--- src/rtl/dds_die_regs.sv ---
// Purpose: Package of shared constants and the per-die register state of the stacked-die serial flash
// Assumes: One instance per die; the shared serial engine in dds_top drives the write strobes
// Notes:   The freeze bit is cleared only by the power-on reset (rst_n), never by the reset pin

// ----------------------------------------------------------------------------
// Shared constants
// ----------------------------------------------------------------------------
package dds_pkg;
  localparam int          NUM_DIES     = 2;
  localparam int          DIE_AW       = 26;      // Byte address width inside one die
  localparam logic [4:0]  PIN_IDLE     = 5'h1c;   // {reset, sel_b, sel_a, si, sck} at rest
  localparam logic [7:0]  CMD_WRR      = 8'h01;
  localparam logic [7:0]  CMD_WRDI     = 8'h04;
  localparam logic [7:0]  CMD_RDSR     = 8'h05;
  localparam logic [7:0]  CMD_WREN     = 8'h06;
  localparam logic [7:0]  CMD_READ     = 8'h13;   // Four-byte address read
  localparam logic [7:0]  CMD_RDCR     = 8'h35;
  localparam logic [7:0]  CMD_BE_A     = 8'h60;
  localparam logic [7:0]  CMD_IDENT    = 8'h9f;   // read_ident_cmd
  localparam logic [7:0]  CMD_BE_B     = 8'hc7;
  localparam logic [7:0]  CMD_SE       = 8'hdc;   // Four-byte address sector erase
  localparam int          SR_WEL       = 1;
  localparam int          SR_BP_LO     = 2;
  localparam int          SR_BP_HI     = 4;
  localparam logic [7:0]  SR_WR_MASK   = 8'h9c;   // Writable status bits: SRWD and BP
  localparam int          CR_FREEZE    = 0;
  localparam int          CR_PERSIST   = 3;       // protect_bits_persistence_select
  localparam int          CR_BASE_SEL  = 5;       // protect_base_select, 0 = top of array
  localparam logic [7:0]  CR_WR_MASK   = 8'h3f;
  localparam logic [7:0]  SR_RESET     = 8'h00;   // Empty protected range
  localparam logic [7:0]  CR_RESET     = 8'h00;   // Range based at top, unfrozen
  localparam logic [7:0]  CFI_SIZE_OFS = 8'h27;
  localparam logic [7:0]  CFI_SIZE_VAL = 8'h1b;   // 2^27 bytes for the package
  localparam logic [2:0]  ADDR_BYTES   = 3'h4;
endpackage

`timescale 1ns/10ps

// ----------------------------------------------------------------------------
// Per-die status and configuration registers
// ----------------------------------------------------------------------------
module dds_die_regs
  import dds_pkg::*;
(
  input  wire logic       clk,
  input  wire logic       rst_n,
  input  wire logic       hw_rst,
  input  wire logic       wel_set,
  input  wire logic       wel_clr,
  input  wire logic       wrr_go,
  input  wire logic       wrr_cr_valid,
  input  wire logic [7:0] wrr_sr,
  input  wire logic [7:0] wrr_cr,
  output logic      [7:0] sr,
  output logic      [7:0] cr
);
  logic [7:0] sr_r;
  logic [7:0] sr_nxt;
  logic [7:0] cr_r;
  logic [7:0] cr_nxt;
  logic       frozen;
  logic [7:0] sr_mask;

  // Freeze also locks the protection bits of the status register
  assign frozen  = cr_r[CR_FREEZE];
  assign sr_mask = frozen ? 8'h00 : SR_WR_MASK;

  // Status: write enable latch plus masked write; the reset pin drops the latch
  always_comb
  begin
    sr_nxt = sr_r;
    if (wrr_go)
      sr_nxt = (sr_r & ~sr_mask) | (wrr_sr & sr_mask);
    if (wel_set)
      sr_nxt[SR_WEL] = 1'b1;
    if (wel_clr || hw_rst)
      sr_nxt[SR_WEL] = 1'b0;
  end

  // Config: freeze is sticky, so a write can only add it
  always_comb
  begin
    cr_nxt = cr_r;
    if (wrr_go && wrr_cr_valid && !frozen)
      cr_nxt = (cr_r & ~CR_WR_MASK) | (wrr_cr & CR_WR_MASK);
    cr_nxt[CR_FREEZE] = cr_r[CR_FREEZE] | (wrr_go && wrr_cr_valid && wrr_cr[CR_FREEZE]);
  end

  // Only the power-on reset restores defaults
  always_ff @(posedge clk or negedge rst_n)
  begin
    if (!rst_n)
    begin
      sr_r <= SR_RESET;
      cr_r <= CR_RESET;
    end
    else
    begin
      sr_r <= sr_nxt;
      cr_r <= cr_nxt;
    end
  end

  assign sr = sr_r;
  assign cr = cr_r;

  freeze_sticky_a : assert property (@(posedge clk) disable iff (!rst_n)
    cr_r[CR_FREEZE] |=> cr_r[CR_FREEZE])
    else $error("freeze bit cleared without power-on reset");

  frozen_bp_hold_a : assert property (@(posedge clk) disable iff (!rst_n)
    frozen |=> $stable(sr_r[SR_BP_HI:SR_BP_LO]) && $stable(cr_r[CR_BASE_SEL]) && $stable(cr_r[CR_PERSIST]))
    else $error("protection changed while frozen");

  hwrst_wel_a : assert property (@(posedge clk) disable iff (!rst_n)
    hw_rst |=> !sr_r[SR_WEL])
    else $error("write enable survived reset pin");
endmodule

--- src/rtl/dds_top.sv ---
// Purpose: Device side of a two-die serial flash stack sharing one serial bus, one select per die
// Assumes: Serial mode 0; SCK half period of at least four clk cycles; array lives outside
// Notes:   mem_rdata must be valid for mem_addr within two clk cycles of a mem_addr change
//
// Operation
// - Continuous read wraps inside its die, never rolls into the other die.
// - Bulk erase acts on the selected die only; one command per die.
// - Each die has its own status register, read and written separately.
// - Each die has its own configuration register, written separately.
// - Protect base and persistence select bits are written per die.
// - Default protection range sits at the top and covers nothing.
// - Per-die lock bit, once set, clears only on power-on reset.
// - Identification read gives maker byte, two device bytes, then table bytes.
// - Identification byte 27h reads 1Bh, the package size exponent.
// - Reset pin low returns the device to standby.
`timescale 1ns/10ps

module dds_top
  import dds_pkg::*;
#(
  parameter logic [7:0] MANUF_ID   = 8'h5a,  // Arbitrary value
  parameter logic [7:0] DEV_ID_HI  = 8'h12,  // Arbitrary value
  parameter logic [7:0] DEV_ID_LO  = 8'h34,  // Arbitrary value
  parameter logic [7:0] CFI_FILL   = 8'hff
)
(
  input  wire logic                       clk,
  input  wire logic                       nrst,
  input  wire logic                       sck,
  input  wire logic                       si,
  input  wire logic                       die_a_select_n,
  input  wire logic                       die_b_select_n,
  input  wire logic                       hw_reset_n,
  output logic                            so,
  output logic                            so_oe,
  output logic [dds_pkg::DIE_AW-1:0]      mem_addr,
  output logic                            mem_die,
  input  wire logic [7:0]                 mem_rdata,
  output logic [dds_pkg::NUM_DIES-1:0]    erase_sector,
  output logic [dds_pkg::NUM_DIES-1:0]    erase_bulk,
  output logic [dds_pkg::DIE_AW-1:0]      erase_addr
);
  import dds_pkg::*;

  typedef enum logic [2:0] {PH_CMD, PH_ADDR, PH_WIN, PH_OUT, PH_IGN} dds_phase_e;

  logic                 rst_s1_r;
  logic                 rst_n;
  logic [4:0]           pin_s1_r;
  logic [4:0]           pin_s2_r;
  logic                 sck_d_r;
  logic                 active_d_r;
  dds_phase_e           phase_r;
  logic [7:0]           cmd_r;
  logic [2:0]           bit_cnt_r;
  logic [6:0]           in_sh_r;
  logic [31:0]          addr_r;
  logic [2:0]           addr_cnt_r;
  logic [1:0]           win_cnt_r;
  logic [7:0]           sr_buf_r;
  logic [7:0]           cr_buf_r;
  logic [7:0]           out_sh_r;
  logic [7:0]           idx_r;
  logic [DIE_AW-1:0]    mem_addr_r;
  logic                 die_r;
  logic                 so_oe_r;
  logic [NUM_DIES-1:0]  erase_sector_r;
  logic [NUM_DIES-1:0]  erase_bulk_r;
  logic [DIE_AW-1:0]    erase_addr_r;
  logic [7:0]           sr_v [NUM_DIES];
  logic [7:0]           cr_v [NUM_DIES];

  // ----------------------------------------------------------------------------
  // Reset release and pin synchronisers
  // ----------------------------------------------------------------------------
  always_ff @(posedge clk or negedge nrst)
  begin
    if (!nrst)
    begin
      rst_s1_r <= 1'b0;
      rst_n    <= 1'b0;
    end
    else
    begin
      rst_s1_r <= 1'b1;
      rst_n    <= rst_s1_r;
    end
  end

  // Pins are asynchronous to clk, so two flops before any use
  always_ff @(posedge clk or negedge rst_n)
  begin
    if (!rst_n)
    begin
      pin_s1_r <= PIN_IDLE;
      pin_s2_r <= PIN_IDLE;
    end
    else
    begin
      pin_s1_r <= {hw_reset_n, die_b_select_n, die_a_select_n, si, sck};
      pin_s2_r <= pin_s1_r;
    end
  end

  // ----------------------------------------------------------------------------
  // Select, edge and byte decode
  // ----------------------------------------------------------------------------
  logic       sck_s, si_s, sel_a, sel_b, hw_rst, active, sck_rise, sck_fall;
  logic       byte_done, load, clean, commit;
  logic [7:0] byte_in;
  assign sck_s     = pin_s2_r[0];
  assign si_s      = pin_s2_r[1];
  assign sel_a     = !pin_s2_r[2];
  assign sel_b     = !pin_s2_r[3];
  assign hw_rst    = !pin_s2_r[4];
  assign active    = (sel_a ^ sel_b) && !hw_rst;  // both low is treated as no selection
  assign sck_rise  = sck_s && !sck_d_r;
  assign sck_fall  = !sck_s && sck_d_r;
  assign byte_in   = {in_sh_r, si_s};
  assign byte_done = active && sck_rise && (bit_cnt_r == 3'h7);
  assign load      = active && sck_fall && (phase_r == PH_OUT) && (bit_cnt_r == 3'h0);
  assign clean     = (bit_cnt_r == 3'h0);
  // Commands act when their own die's select rises on a byte boundary
  assign commit    = active_d_r && !active && !hw_rst && clean && pin_s2_r[2 + die_r];

  // Phase that follows the command byte
  dds_phase_e cmd_phase;
  assign cmd_phase = (byte_in == CMD_RDSR || byte_in == CMD_RDCR || byte_in == CMD_IDENT) ? PH_OUT :
                     (byte_in == CMD_READ || byte_in == CMD_SE) ? PH_ADDR :
                     (byte_in == CMD_WRR) ? PH_WIN : PH_IGN;

  // ----------------------------------------------------------------------------
  // Per-die commit decode
  // ----------------------------------------------------------------------------
  logic [7:0] sr_cur, cr_cur;
  logic       wel_cur, unprot, go_wren, go_wrdi, go_wrr, go_se, go_be;
  assign sr_cur  = sr_v[die_r];
  assign cr_cur  = cr_v[die_r];
  assign wel_cur = sr_cur[SR_WEL];
  // Any nonzero protect field refuses erases; with the defaults nothing is protected
  assign unprot  = (sr_cur[SR_BP_HI:SR_BP_LO] == 3'h0);
  assign go_wren = commit && (phase_r == PH_IGN) && (cmd_r == CMD_WREN);
  assign go_wrdi = commit && (phase_r == PH_IGN) && (cmd_r == CMD_WRDI);
  assign go_wrr  = commit && (phase_r == PH_WIN) && (win_cnt_r != 2'h0) && wel_cur;
  assign go_se   = commit && (phase_r == PH_IGN) && (cmd_r == CMD_SE) && (addr_cnt_r == ADDR_BYTES)
                   && wel_cur && unprot;
  assign go_be   = commit && (phase_r == PH_IGN) && (cmd_r == CMD_BE_A || cmd_r == CMD_BE_B)
                   && wel_cur && unprot;

  // One register set per die, written only under that die's own select
  genvar gi;
  generate
    for (gi = 0; gi < NUM_DIES; gi++)
    begin : g_die
      logic mine;
      assign mine = (die_r == 1'(gi));
      dds_die_regs u_regs (
        .clk          (clk),
        .rst_n        (rst_n),
        .hw_rst       (hw_rst),
        .wel_set      (go_wren && mine),
        .wel_clr      ((go_wrdi || go_wrr || go_se || go_be) && mine),
        .wrr_go       (go_wrr && mine),
        .wrr_cr_valid (win_cnt_r[1]),
        .wrr_sr       (sr_buf_r),
        .wrr_cr       (cr_buf_r),
        .sr           (sr_v[gi]),
        .cr           (cr_v[gi])
      );
    end
  endgenerate

  // ----------------------------------------------------------------------------
  // Outgoing byte selection
  // ----------------------------------------------------------------------------
  logic [7:0] id_byte, out_byte;
  assign id_byte  = (idx_r == 8'h00) ? MANUF_ID :
                    (idx_r == 8'h01) ? DEV_ID_HI :
                    (idx_r == 8'h02) ? DEV_ID_LO :
                    (idx_r == CFI_SIZE_OFS) ? CFI_SIZE_VAL : CFI_FILL;
  assign out_byte = (cmd_r == CMD_RDSR) ? sr_cur :
                    (cmd_r == CMD_RDCR) ? cr_cur :
                    (cmd_r == CMD_IDENT) ? id_byte : mem_rdata;

  // ----------------------------------------------------------------------------
  // Serial engine
  // ----------------------------------------------------------------------------
  // Deselect or reset pin puts the engine back in standby
  always_ff @(posedge clk or negedge rst_n)
  begin
    if (!rst_n)
    begin
      sck_d_r    <= 1'b0;
      active_d_r <= 1'b0;
      phase_r    <= PH_CMD;
      cmd_r      <= 8'h00;
      bit_cnt_r  <= 3'h0;
      in_sh_r    <= 7'h00;
      addr_r     <= 32'h0;
      addr_cnt_r <= 3'h0;
      win_cnt_r  <= 2'h0;
      sr_buf_r   <= 8'h00;
      cr_buf_r   <= 8'h00;
      out_sh_r   <= 8'h00;
      idx_r      <= 8'h00;
      mem_addr_r <= '0;
      die_r      <= 1'b0;
      so_oe_r    <= 1'b0;
    end
    else
    begin
      sck_d_r    <= sck_s;
      active_d_r <= active;
      if (!active)
      begin
        phase_r    <= PH_CMD;
        bit_cnt_r  <= 3'h0;
        idx_r      <= 8'h00;
        addr_cnt_r <= 3'h0;
        win_cnt_r  <= 2'h0;
        so_oe_r    <= 1'b0;
      end
      else
      begin
        die_r <= sel_b;
        if (sck_rise)
        begin
          bit_cnt_r <= bit_cnt_r + 3'h1;
          in_sh_r   <= byte_in[6:0];
        end
        if (byte_done)
        begin
          unique case (phase_r)
            PH_CMD:
            begin
              cmd_r   <= byte_in;
              phase_r <= cmd_phase;
            end
            PH_ADDR:
            begin
              addr_r     <= {addr_r[23:0], byte_in};
              addr_cnt_r <= addr_cnt_r + 3'h1;
              if (addr_cnt_r == ADDR_BYTES - 3'h1)
              begin
                phase_r    <= (cmd_r == CMD_READ) ? PH_OUT : PH_IGN;
                mem_addr_r <= {addr_r[DIE_AW-9:0], byte_in};  // Upper bits pick no die here
              end
            end
            PH_WIN:
            begin
              if (win_cnt_r == 2'h0)
                sr_buf_r <= byte_in;
              if (win_cnt_r == 2'h1)
                cr_buf_r <= byte_in;
              if (win_cnt_r != 2'h2)
                win_cnt_r <= win_cnt_r + 2'h1;
            end
            PH_OUT, PH_IGN:
            begin
            end
          endcase
        end
        if (load)
        begin
          out_sh_r <= out_byte;
          so_oe_r  <= 1'b1;
          if (idx_r != 8'hff)
            idx_r <= idx_r + 8'h01;
          if (cmd_r == CMD_READ)
            mem_addr_r <= mem_addr_r + 1'b1;  // wraps within the die
        end
        else if (active && sck_fall)
          out_sh_r <= {out_sh_r[6:0], 1'b0};
      end
    end
  end

  // Erase strobes go only to the die that was selected
  always_ff @(posedge clk or negedge rst_n)
  begin
    if (!rst_n)
    begin
      erase_sector_r <= '0;
      erase_bulk_r   <= '0;
      erase_addr_r   <= '0;
    end
    else
    begin
      erase_sector_r <= go_se ? NUM_DIES'(1 << die_r) : '0;
      erase_bulk_r   <= go_be ? NUM_DIES'(1 << die_r) : '0;
      if (go_se)
        erase_addr_r <= addr_r[DIE_AW-1:0];
    end
  end

  assign so           = out_sh_r[7];
  assign so_oe        = so_oe_r;
  assign mem_addr     = mem_addr_r;
  assign mem_die      = die_r;
  assign erase_sector = erase_sector_r;
  assign erase_bulk   = erase_bulk_r;
  assign erase_addr   = erase_addr_r;

  // ----------------------------------------------------------------------------
  // Checks
  // ----------------------------------------------------------------------------
  both_sel_quiet_a : assert property (@(posedge clk) disable iff (!rst_n)
    (sel_a && sel_b) ##1 (sel_a && sel_b) |-> !so_oe_r)
    else $error("output driven with both dies selected");

  read_wrap_a : assert property (@(posedge clk) disable iff (!rst_n)
    load && cmd_r == CMD_READ && (&mem_addr_r) |=> mem_addr_r == '0)
    else $error("read crossed the die boundary");

  erase_onehot_a : assert property (@(posedge clk) disable iff (!rst_n)
    $onehot0({erase_sector_r, erase_bulk_r}))
    else $error("erase strobed on more than one die");

  erase_wel_a : assert property (@(posedge clk) disable iff (!rst_n)
    (erase_sector_r != '0 || erase_bulk_r != '0) |-> $past(wel_cur) && $past(commit))
    else $error("erase without write enable");

  ident_size_a : assert property (@(posedge clk) disable iff (!rst_n)
    load && cmd_r == CMD_IDENT && idx_r == CFI_SIZE_OFS |=> out_sh_r == CFI_SIZE_VAL)
    else $error("size byte wrong");

  ident_first_a : assert property (@(posedge clk) disable iff (!rst_n)
    load && cmd_r == CMD_IDENT && idx_r == 8'h00 |=> out_sh_r == MANUF_ID ##0 idx_r == 8'h01)
    else $error("identification order wrong");

  standby_a : assert property (@(posedge clk) disable iff (!rst_n)
    hw_rst |=> phase_r == PH_CMD && !so_oe_r)
    else $error("reset pin did not return to standby");

  status_sep_a : assert property (@(posedge clk) disable iff (!rst_n)
    go_wrr && die_r |=> $stable(sr_v[0][SR_BP_HI:SR_BP_LO]))
    else $error("status write leaked to other die");
endmodule
--- config.mk ---
export PLATFORM = sky130hd
export DESIGN_NAME = dds_top
export DESIGN_NICKNAME = d
export VERILOG_FILES = /design/src/rtl/dds_die_regs.sv /design/src/rtl/dds_top.sv
export SDC_FILE = /design/constraint.sdc
export NUM_CORES = 1
export LEC_CHECK = 0
export BUFFER_PORTS_ARGS = -buffer_cell sky130_fd_sc_hd__buf_2
export CAP_MARGIN = 25
export CELL_PAD_IN_SITES_DETAIL_PLACEMENT = 1
export CELL_PAD_IN_SITES_GLOBAL_PLACEMENT = 2
export CORE_UTILIZATION = 40
export DETAILED_ROUTE_END_ITERATION = 10
export GPL_ROUTABILITY_DRIVEN = 0
export PLACE_DENSITY_LB_ADDON = 0.1
export SETUP_SLACK_MARGIN = 0.5
export SYNTH_ARGS = -nofsm -noshare
export SYNTH_HDL_FRONTEND = slang
export SYNTH_HIERARCHICAL = 1
export SYNTH_SLANG_ARGS = --single-unit
--- constraint.sdc ---
create_clock -name clk -period 7.6 [get_ports clk]
set_input_delay 1.52 -clock clk [delete_from_list [all_inputs] [get_ports clk]]
set_output_delay 1.52 -clock clk [all_outputs]
set_load 0.01 [all_outputs]
Yosys cells after proc, flatten, opt, wreduce, memory -nomap -nowiden
Cells that the tools add are included.
- bits in registers: 186
- logic and storage cells: 219
- $lt $le $gt $ge: 2
- bitwise gates (word level): 15
- add/sub/neg operators: 6
- shift operators: 1
- equality and inequality tests: 37
- mux-type cells: 54
- reduce and logical (&&, ||, !) cells: 73
- operator list (cell ; number):
    $mux 8 ; 20
    $mux 26 ; 5
    $eq 8x8->1 const B ; 5
    $logic_and 1x1->1 ; 37
    $mux 3 ; 12
    $and 8x8->8 ; 4
    $eq 8x3->1 const B ; 4
    $add 26x1->26 const B ; 1
    $eq 8x6->1 const B ; 3
    $eq 8x1->1 const B ; 2
    $eq 8x5->1 const B ; 2
    $mux 2 ; 8
    $not 8->8 ; 2
    $or 8x6->8 ; 2
    $or 8x8->8 ; 2
    $ne 2x1->1 const B ; 7
    $reduce_and 3->1 ; 4
    $eq 3x2->1 const B ; 3
    $eq 3x3->1 const B ; 3
    $logic_not 3->1 ; 3
    $logic_or 1x1->1 ; 9
    $add 8x1->8 const B ; 1
    $eq 8x2->1 const B ; 1
    $eq 8x7->1 const B ; 1
    other kinds (26) ; 47

Longest topological paths before layout
Gate-level depths: netlist (run 1).
- word-level depth: 18
- depth in mapped cells: 8
- gate-level depth less buffers: 8

Modules after synthesis
Netlist (run 1), hierarchy kept.
- modules (own cells, without submodules) (module ; sequential area each (um2) ; times used ; cells an instance ; area an instance (um2)):
    dds_top ; 3911.3 ; 1 ; 734 ; 7609.8
    dds_die_regs ; 275.3 ; 2 ; 31 ; 499.2

Worst setup path before layout (run 1)
No wires, ideal clock.
- kind: input to register
- start point: input mem_rdata[4]
- end point: register out_sh_r[4]
- setup slack: 5.315 ns
- arrival time: 2.158 ns
- required time: 7.473 ns
- stages: 3
- library setup time: 0.127 ns
- path buffers: 0
- cell sequence: or3_1 a211oi_1 o31ai_1
- word-level cells in the longest chain between the ends: 4
- ends and longest elaborated chain (what ; RTL line ; text):
    start, declared ; dds_top.sv:38 ; input wire logic [7:0] mem_rdata,
    $mux 8 ; dds_top.sv:183 ; (cmd_r == CMD_IDENT) ? id_byte : mem_rdata;
    $mux 8 ; dds_top.sv:182 ; (cmd_r == CMD_RDCR) ? cr_cur :
    $mux 8 ; dds_top.sv:181 ; assign out_byte = (cmd_r == CMD_RDSR) ? sr_cur :
    $mux 8 ; dds_top.sv:263 ; if (load)
    end signal, assigned ; dds_top.sv:265 ; out_sh_r <= out_byte;
    end signal, assigned ; dds_top.sv:273 ; out_sh_r <= {out_sh_r[6:0], 1'b0};
    end, declared ; dds_top.sv:62 ; logic [7:0] out_sh_r;
Every way passes these cells.
A chain may end at the register's enable or synchronous reset.

Worst setup path after layout (run 1)
- start point: register die_r, in the netlist mem_die
- end point: output mem_die
- RTL lines (what ; RTL line ; text):
    start, declared ; dds_top.sv:65 ; logic die_r;
    start signal, assigned ; dds_top.sv:225 ; die_r <= sel_b;
    end, declared ; dds_top.sv:37 ; output logic mem_die,
No word-level cell between the ends.

==> flow_metrics.py, run 1 <==
metrics = {
    "sta": {
        "tns_ns": 0,
        "hold_violations": 0,
        "skew_ns": 0.0204,
        "rsz0062_at_grt": "no",
        "fin_ws_ns": 4.67,
        "setup_viol": 0,
        "fin_crit_sh_pct": 38.5,
        "drv_slew": 0,
        "hold_slack_ns": 0.123,
        "fin_crit_ns": 2.93,
        "max_slew_margin_pct": 31.0,
        "worst_slew_pin_slew_ns": 1.03,
        "fmaxAchievable_mhz": 341,
    },
    "flow_run": {
        "drv_cap": 0,
    },
    "cts": {
        "cts.path.max_buffers": 2,
        "cts_resized": 0,
        "cts_tree": "built",
        "htreeDepth": 4,
        "clock_insertion_delay_worst_skew_ns": 0.45,
        "postCtsHoldBufs": 0,
        "clkSinkCount": 172,
        "numCtsBuffers": 17,
        "path_clk_slew_ns": 0.08,
        "postCtsSetupBuffers": 0,
        "cts_root_buf": "clkbuf_16",
    },
    "worst_setup_path": {
        "crit_type": "reg2out",
        "path_max_fanout": 25,
        "crit_required_ns": 6.08,
        "slowest_stage": "dfrtp_1",
        "path_cells": "buf_4 -> buf_2",
        "end_kind": "output pin",
        "start_kind": "register",
        "cpPeakStageDelay_ns": 0.40,
        "r2r_setup_slack_ns": 4.89,
        "cp.arrival_ns": 1.41,
        "critPathTopFamily": "buffers and inverters",
        "path_buf_inv": 2,
    },
    "hold_path": {
        "hp-class": "reg2async",
    },
    "route": {
        "viasPerCell": 5.54,
        "drt-wirelength-per-cell_um": 20.7,
        "ant_nets": 0,
        "drcViolationCount": 0,
        "drt-total-wl_um": 23300,
        "first_pass_iters": 4,
        "drt-initial-drc-count": 295,
        "vias": 6238,
    },
    "grt": {
        "antenna_found_initial": 0,
        "grt_pass1_wl_um": 38400,
        "grt_max_degree": 76,
        "overflow": 0,
        "grt_pass1_vias": 6842,
        "track_usage_pct": 23.0,
    },
    "final_layout": {
        "post-route-util_pct": 47.2,
        "fin_nets": 873,
        "drive_gt1_share_pct": 24.4,
        "syn_to_final_growth_pct": 14.8,
        "n_antenna_cell": 0,
    },
    "synthesis": {
        "netlist_instances": 784,
        "avgSynthCellArea_um2": 10.7,
        "yosys_warnings": 6,
        "syn_area_um2": 8390,
    },
    "power": {
        "p_per_area_nw_per_um2": 210,
        "power.total_mw": 2.02,
        "leakagePower_nw": 4.78,
        "peakVddDrop_uv": 138,
    },
    "die": {
        "initial_utilization_pct": 41.1,
        "chipHeight_um": 147,
        "coreArea_um2": 20400,
        "die-area_um2": 21600,
        "io_pins": 74,
        "fp.dieW_um": 147,
        "fp-row-count": 52,
    },
    "placement": {
        "portBuffers": 73,
        "place_ws_ns": 4.64,
        "hpwl_um": 16600,
    },
    "run_status": {
        "status": "finished clean",
    },
}
-- worst paths after layout --
kind,startpoint,endpoint,cells after the start
max in group asynchronous,rst_n,g_die[1].u_regs/sr[1],2
setup reg to reg,pin_s2_r[3],mem_addr[24],5
hold reg to reg,rst_n,mem_addr[20],0
min in group clk,pin_s1_r[0],pin_s2_r[0],0
hold / removal,rst_n,mem_addr[20],0
setup / recovery,mem_die,mem_die,2
-- area by class of cell --
type                    instances  area, µm²
inverters                      18       67.6
multi-input cells             553       3790
flip-flops and latches        172       4320
fillers                      2258      10800
clock inverters                15        206
well taps                     270        338
clock buffers                  17        425
repair buffers                 82        487
-- per-stage QoR --
stage / area (µm²) / cells
floorplan: 8420 / 792
global placement: 8920 / 1091
detailed placement: 8950 / 1092
CTS: 9580 / 1124
global route: 9630 / 1127
finish: 9630 / 1127
-- flip-flops by register name (all words and copies together), names as in the netlist, 4 cells and up --
name and cells:
cmd_r 8, g_die.u_regs/sr 10, pin_s1_r 5, sr_buf_r 4, g_die.u_regs/cr 12, idx_r 8
cr_buf_r 6, addr_r 26, in_sh_r 7, mem_addr 26, erase_addr 26, pin_s2_r 5
out_sh_r 8
-- power by group --
part | total, mW | switching, mW | leakage, nW | internal [mW]
clock network | 0.915 | 0.457 | 0.304 | 0.458
registers | 0.996 | 0.0516 | 2.34 | 0.944
logic | 0.113 | 0.0679 | 2.14 | 0.0454
-- worst reg2reg max path: stages, from the launching register on --
cell      delay, ns
dfstp_2        0.57
xor2_2         0.37
nand4_4        0.43
nor4_4         0.75
a211oi_1       0.20
a311oi_2       0.30
-- metal layers --
layer	track usage [%]	part of all wire, %
met3	4.01	2.9
met1	27.9	43
met2	40.4	51
met4	9.64	3.0
met5	0	0
-- cells in the final DEF (no fill, tap or decap), types with 7 or more instances in the layout --
cell type,n
a211oi_1,22
a21oi_1,28
and2_1,8
and3_1,16
and4_1,7
buf_2,73
clkbuf_16,17
conb_1,11
dfrtp_1,165
ha_1,14
inv_1,17
mux2_2,52
mux2_4,18
mux2i_1,13
nand2_1,123
nand3_1,26
nand4_1,7
nor2_1,53
nor3_1,15
nor4_1,11
o21ai_0,21
o22ai_1,7
o31ai_1,7
No activity file was read; power rests on OpenSTA's default activity.
==> run 2: changes to the inputs <==
Settings changed: CORE_UTILIZATION 40 to 36.
Clock period 7.6 ns to 2.54 ns, I/O delays scaled along.
==> run 2 against run 1 <==
  * Clock power grew to 3.1 times the previous value
  * Die area increased by 11%
  * Critical path depth is 5 higher
  * Design area is 9.9% higher
  * Clock skew shrank 0.0018 ns
  * Sequential cell count stayed put
  * Via count grew 5.0%
  * Sequential share of layout area fell by 3.9 points
  * Sequential power rose to 3.0 times the previous value
  * Hold slack better by 0.051 ns
  * Power grew to 3.0 times the previous value
  * Critical path type is now reg2reg
==> flow_metrics.py, run 2 (synthesis gave the netlist of run 1 again) <==
metrics = {
    "run_status": {
        "status": "finished clean",
    },
    "power": {
        "p_per_area_nw_per_um2": 583,
        "peakVddDrop_uv": 489,
        "power.total_mw": 6.17,
        "leakagePower_nw": 5.24,
    },
    "die": {
        "die-area_um2": 23900,
        "fp-row-count": 55,
        "io_pins": 74,
        "chipHeight_um": 155,
        "initial_utilization_pct": 36.8,
        "fp.dieW_um": 155,
        "coreArea_um2": 22800,
    },
    "final_layout": {
        "regArea_um2": 4330,
        "fin_nets": 938,
        "n_antenna_cell": 0,
        "multi_input_area_um2": 4090,
        "syn_to_final_growth_pct": 26.2,
        "post-route-util_pct": 46.5,
        "drive_gt1_share_pct": 36.7,
        "layout_common_cells": "dfrtp_1 (154), nand2_1 (118), buf_2 (73)",
        "final_common_cell": "dfrtp_1",
        "final.fill_count": 2505,
    },
    "sta": {
        "tns_ns": 0,
        "skew_ns": 0.0186,
        "hold_slack_ns": 0.174,
        "fin_crit_ns": 2.09,
        "max_slew_margin_pct": 60.5,
        "setup_viol": 0,
        "rsz0062_at_grt": "yes",
        "hold_violations": 0,
        "worst_slew_pin_slew_ns": 0.593,
        "fin_crit_sh_pct": 82.3,
        "drv_slew": 0,
        "fmaxAchievable_mhz": 478,
    },
    "cts": {
        "cts_tree": "built",
        "cts.path.max_buffers": 2,
        "clock_insertion_delay_worst_skew_ns": 0.44,
        "clkSinkCount": 172,
        "path_clk_slew_ns": 0.08,
        "htreeDepth": 4,
        "cts_root_buf": "clkbuf_16",
        "numCtsBuffers": 17,
    },
    "route": {
        "vias": 6548,
        "drt-total-wl_um": 25000,
        "ant_nets": 0,
        "drt-wirelength-per-cell_um": 20.2,
        "viasPerCell": 5.30,
        "first_pass_iters": 4,
        "drt-initial-drc-count": 274,
        "drcViolationCount": 0,
    },
    "worst_setup_path": {
        "cp.arrival_ns": 2.42,
        "crit_type": "reg2reg",
        "path_max_fanout": 8,
        "end_kind": "register",
        "start_kind": "register",
        "crit_required_ns": 2.87,
    },
    "placement": {
        "hpwl_um": 17200,
        "portBuffers": 73,
    },
    "hold_path": {
        "hp-class": "in2reg",
    },
    "grt": {
        "overflow": 0,
        "antenna_found_initial": 0,
        "grt_pass1_vias": 7033,
        "grt_pass1_wl_um": 39900,
        "grt_max_degree": 52,
        "track_usage_pct": 21.6,
    },
    "flow_run": {
        "drv_cap": 0,
    },
}
==> run 2: cell count changes in the layout (fill, tap and decap cells not counted), sizes merged <==
cell         before  now
buf              81  144
inv              25   28
clkinv            8    5
clkbuf           18   19
dlygate4sd3       0    1
==> run 2: layout make-up <==
cell class,count,area share [%]
clock buffer,17,4.02
multi-input combinational,553,38.6
inverter,18,0.638
sequential,172,40.9
tap,313,3.70
clock inverter,15,2.03
timing repair buffer,147,10.2
==> run 2: through the flow <==
stage	worst slack [ns]	cell area, µm²	std cells
floorplan	0.500	8440	792
global placement	0.280	9180	1154
detailed placement	0.218	9180	1154
CTS	0.442	10100	1208
global route	0.317	10600	1235
finish	0.449	10600	1235
==> run 2: critical path: stages (launching register included) <==
cell and delay, ns:
dfrtp_1 0.40, inv_1 0.08, ha_1 0.16, and4bb_2 0.31
nand4_4 0.23, nor3_1 0.40, a311oi_1 0.15, a211oi_1 0.26
==> run 2: worst paths after layout <==
| path | to | slack, ns | start | cells after the start |
|---|---|---|---|---|
| min in group asynchronous | mem_addr[0] | 0.33 | rst_n | 0 |
| min reg2reg | mem_addr[0] | 0.33 | rst_n | 0 |
| max | mem_addr[12] | 0.45 | bit_cnt_r[1] | 7 |
| max reg2reg | mem_addr[12] | 0.45 | bit_cnt_r[1] | 7 |
| max in group asynchronous | pin_s2_r[4] | 1.44 | rst_n | 1 |
| min | pin_s1_r[3] | 0.17 | die_b_select_n | 1 |
==> run 2: layer usage <==
layer  GRT usage (%)  vias up  part of all wire, %
li1                -     3043                    -
met1            27.4     3391                   44
met2            38.5       97                   53
met3            3.45       17                  2.3
met4            4.53        0                 0.80
met5               0        -                    0
==> run 2: repair_timing <==
item,in CTS,in global routing
gates resized for setup,26,65
endpoints found under the hold margin,2,0
buffers inserted,20,25
pin swaps,14,24
endpoints found under the setup margin,130,96
hold buffers,1,0
gates cloned,1,2
==> run 2: where the power goes <==
group	leakage (nW)	internal, mW	switching (mW)
Sequential	2.32	2.82	0.183
Combinational	2.61	0.158	0.198
Clock	0.309	1.39	1.41
Total	5.24	4.38	1.79
==> run 3: changes to the inputs <==
Clock period 2.54 ns to 1.8 ns, I/O delays scaled along.
==> run 3 against run 2 <==
  * The run now ends with setup timing left
  * Non-clock buffer count grew 195
  * Wire length grew 28%
  * Worst setup slack lost 0.79 ns
  * Global-route usage grew 3.4 points
  * Clock power grew 43%
  * Clock-buffer cell count is the same
  * Utilization grew 15 points
  * Combinational power grew 150%
  * Via count grew 17%
  * Critical endpoint is now addr_r[11]
  * Highest routed layer unchanged
==> flow_metrics.py, run 3 (synthesis gave the netlist of run 1 again) <==
metrics = {
    "die": {
        "fp.dieW_um": 155,
        "initial_utilization_pct": 36.8,
        "die-area_um2": 23900,
        "fp-row-count": 55,
        "io_pins": 74,
        "coreArea_um2": 22800,
        "chipHeight_um": 155,
    },
    "route": {
        "first_pass_iters": 4,
        "drt-initial-drc-count": 321,
        "drcViolationCount": 0,
        "drt-wirelength-per-cell_um": 22.4,
        "vias": 7684,
        "drt-total-wl_um": 32000,
        "viasPerCell": 5.37,
        "ant_nets": 0,
    },
    "worst_setup_path": {
        "end_kind": "register",
        "path_max_fanout": 7,
        "slowest_stage": "dfstp_2",
        "start_kind": "register",
        "cpPeakStageDelay_ns": 0.60,
        "path_cells": "xor2_4 -> buf_6 -> nand4_4 -> buf_6 -> buf_6 -> buf_6 -> nor2_4 -> buf_12 -> buf_12 -> buf_16 -> nand2_2 -> nand2_1",
        "crit_type": "reg2reg",
        "cp.arrival_ns": 2.54,
        "crit_required_ns": 2.19,
        "crit_path_frequent_cell": "buf_6",
    },
    "placement": {
        "hpwl_um": 18500,
        "dpl_cell_area_um2": 10200,
        "dp_cells": 1255,
        "place_ws_ns": -0.290,
        "portBuffers": 73,
    },
    "sta": {
        "max_slew_margin_pct": 59.9,
        "rsz0062_at_grt": "yes",
        "tns_ns": -32.76,
        "fmaxAchievable_mhz": 466,
        "fin_crit_sh_pct": 119,
        "setup_viol": 144,
        "skew_ns": 0.0210,
        "drv_slew": 0,
        "worst_slew_pin_slew_ns": 0.602,
        "fin_crit_ns": 2.14,
        "hold_violations": 0,
        "fin_ws_ns": -0.345,
    },
    "power": {
        "leakagePower_nw": 6.98,
        "p_per_area_nw_per_um2": 652,
        "peakVddDrop_uv": 597,
        "power.total_mw": 9.08,
    },
    "cts": {
        "path_clk_slew_ns": 0.08,
        "htreeDepth": 4,
        "clkSinkCount": 172,
        "cts_root_buf": "clkbuf_16",
        "numCtsBuffers": 17,
        "cts_tree": "built",
        "cts.path.max_buffers": 2,
        "clock_insertion_delay_worst_skew_ns": 0.46,
    },
    "final_layout": {
        "syn_to_final_growth_pct": 65.9,
        "drive_gt1_share_pct": 61.3,
        "fin_nets": 1133,
        "layout_common_cells": "buf_4 (159), dfrtp_1 (155), buf_6 (94)",
        "post-route-cell-area_um2": 13900,
        "fin_cells": 1430,
        "final_common_cell": "buf_4",
        "n_antenna_cell": 0,
    },
    "hold_path": {
        "hp-class": "in2reg",
    },
    "run_status": {
        "status": "finished, violations left",
        "violations": "setup timing",
    },
    "flow_run": {
        "drv_cap": 0,
    },
    "grt": {
        "overflow": 0,
        "antenna_found_initial": 0,
        "grt_pass1_vias": 7973,
        "track_usage_pct": 24.9,
        "grt_max_degree": 107,
        "grt_pass1_wl_um": 45500,
    },
}
run 3: cell types whose count changed in the layout (fill, tap and decap cells not counted), sizes merged:
cell | previous run | this run
buf | 144 | 334
bufbuf | 0 | 1
bufinv | 0 | 2
clkbuf | 19 | 21
clkinvlp | 0 | 1
dlygate4sd3 | 1 | 3
inv | 28 | 25
run 3: final timing paths:
path	endpoint	cells after the start	startpoint	slack (ns)
setup / recovery	addr_r[11]	12	pin_s2_r[3]	-0.34
hold / removal	pin_s1_r[4]	1	hw_reset_n	0.01
setup reg to reg	addr_r[11]	12	pin_s2_r[3]	-0.34
hold reg to reg	mem_addr[1]	1	rst_n	0.34
max in group asynchronous	cmd_r[5]	1	rst_n	0.87
min in group asynchronous	rst_n	2	nrst	0.22
run 3: layer usage:
metal / global-route usage, % / up-vias / wire [µm]
met4: 8.44 / 0 / 916
met3: 2.97 / 60 / 922
li1: - / 3452 / -
met2: 47.0 / 163 / 17600
met5: 0 / - / 0
met1: 29.1 / 4009 / 12600
run 3: area by class of cell:
class,instances,area (µm²)
clock buffer,17,425
clock inverter,15,215
fill,2289,8860
inverter,18,77.6
multi-input combinational,553,5200
sequential,172,4330
tap,313,392
timing repair buffer,342,3280
run 3: power by group:
group / switching (mW) / leakage, nW / internal, mW
sequential: 0.185 / 2.32 / 3.99
combinational: 0.484 / 4.35 / 0.404
clock: 1.87 / 0.309 / 2.15
run 3: timing repair:
item,in CTS,in global routing
setup endpoints to repair,218,218
pin swaps,71,95
setup buffers,67,62
hold buffers,3,0
endpoints found under the hold margin,4,0
gates resized for setup,219,202
gates cloned,7,4
run 3: per-stage QoR:
step,hold slack [ns],util [%]
2_1_floorplan,0.0644,-
3_5_place_dp,0.148,44.9
4_1_cts,0.00329,54.8
3_3_place_gp,0.145,44.9
6_report,0.0121,61.1
5_1_grt,0.0170,61.1
run 3: worst max-delay path, delay by kind of cell, from the launching register on:
kind                      cells  cell delay, ns
buffers and inverters         7            0.90
DFF                           1            0.60
and+or+nand+nor               4            0.40
xor gates and xnor gates      1            0.19
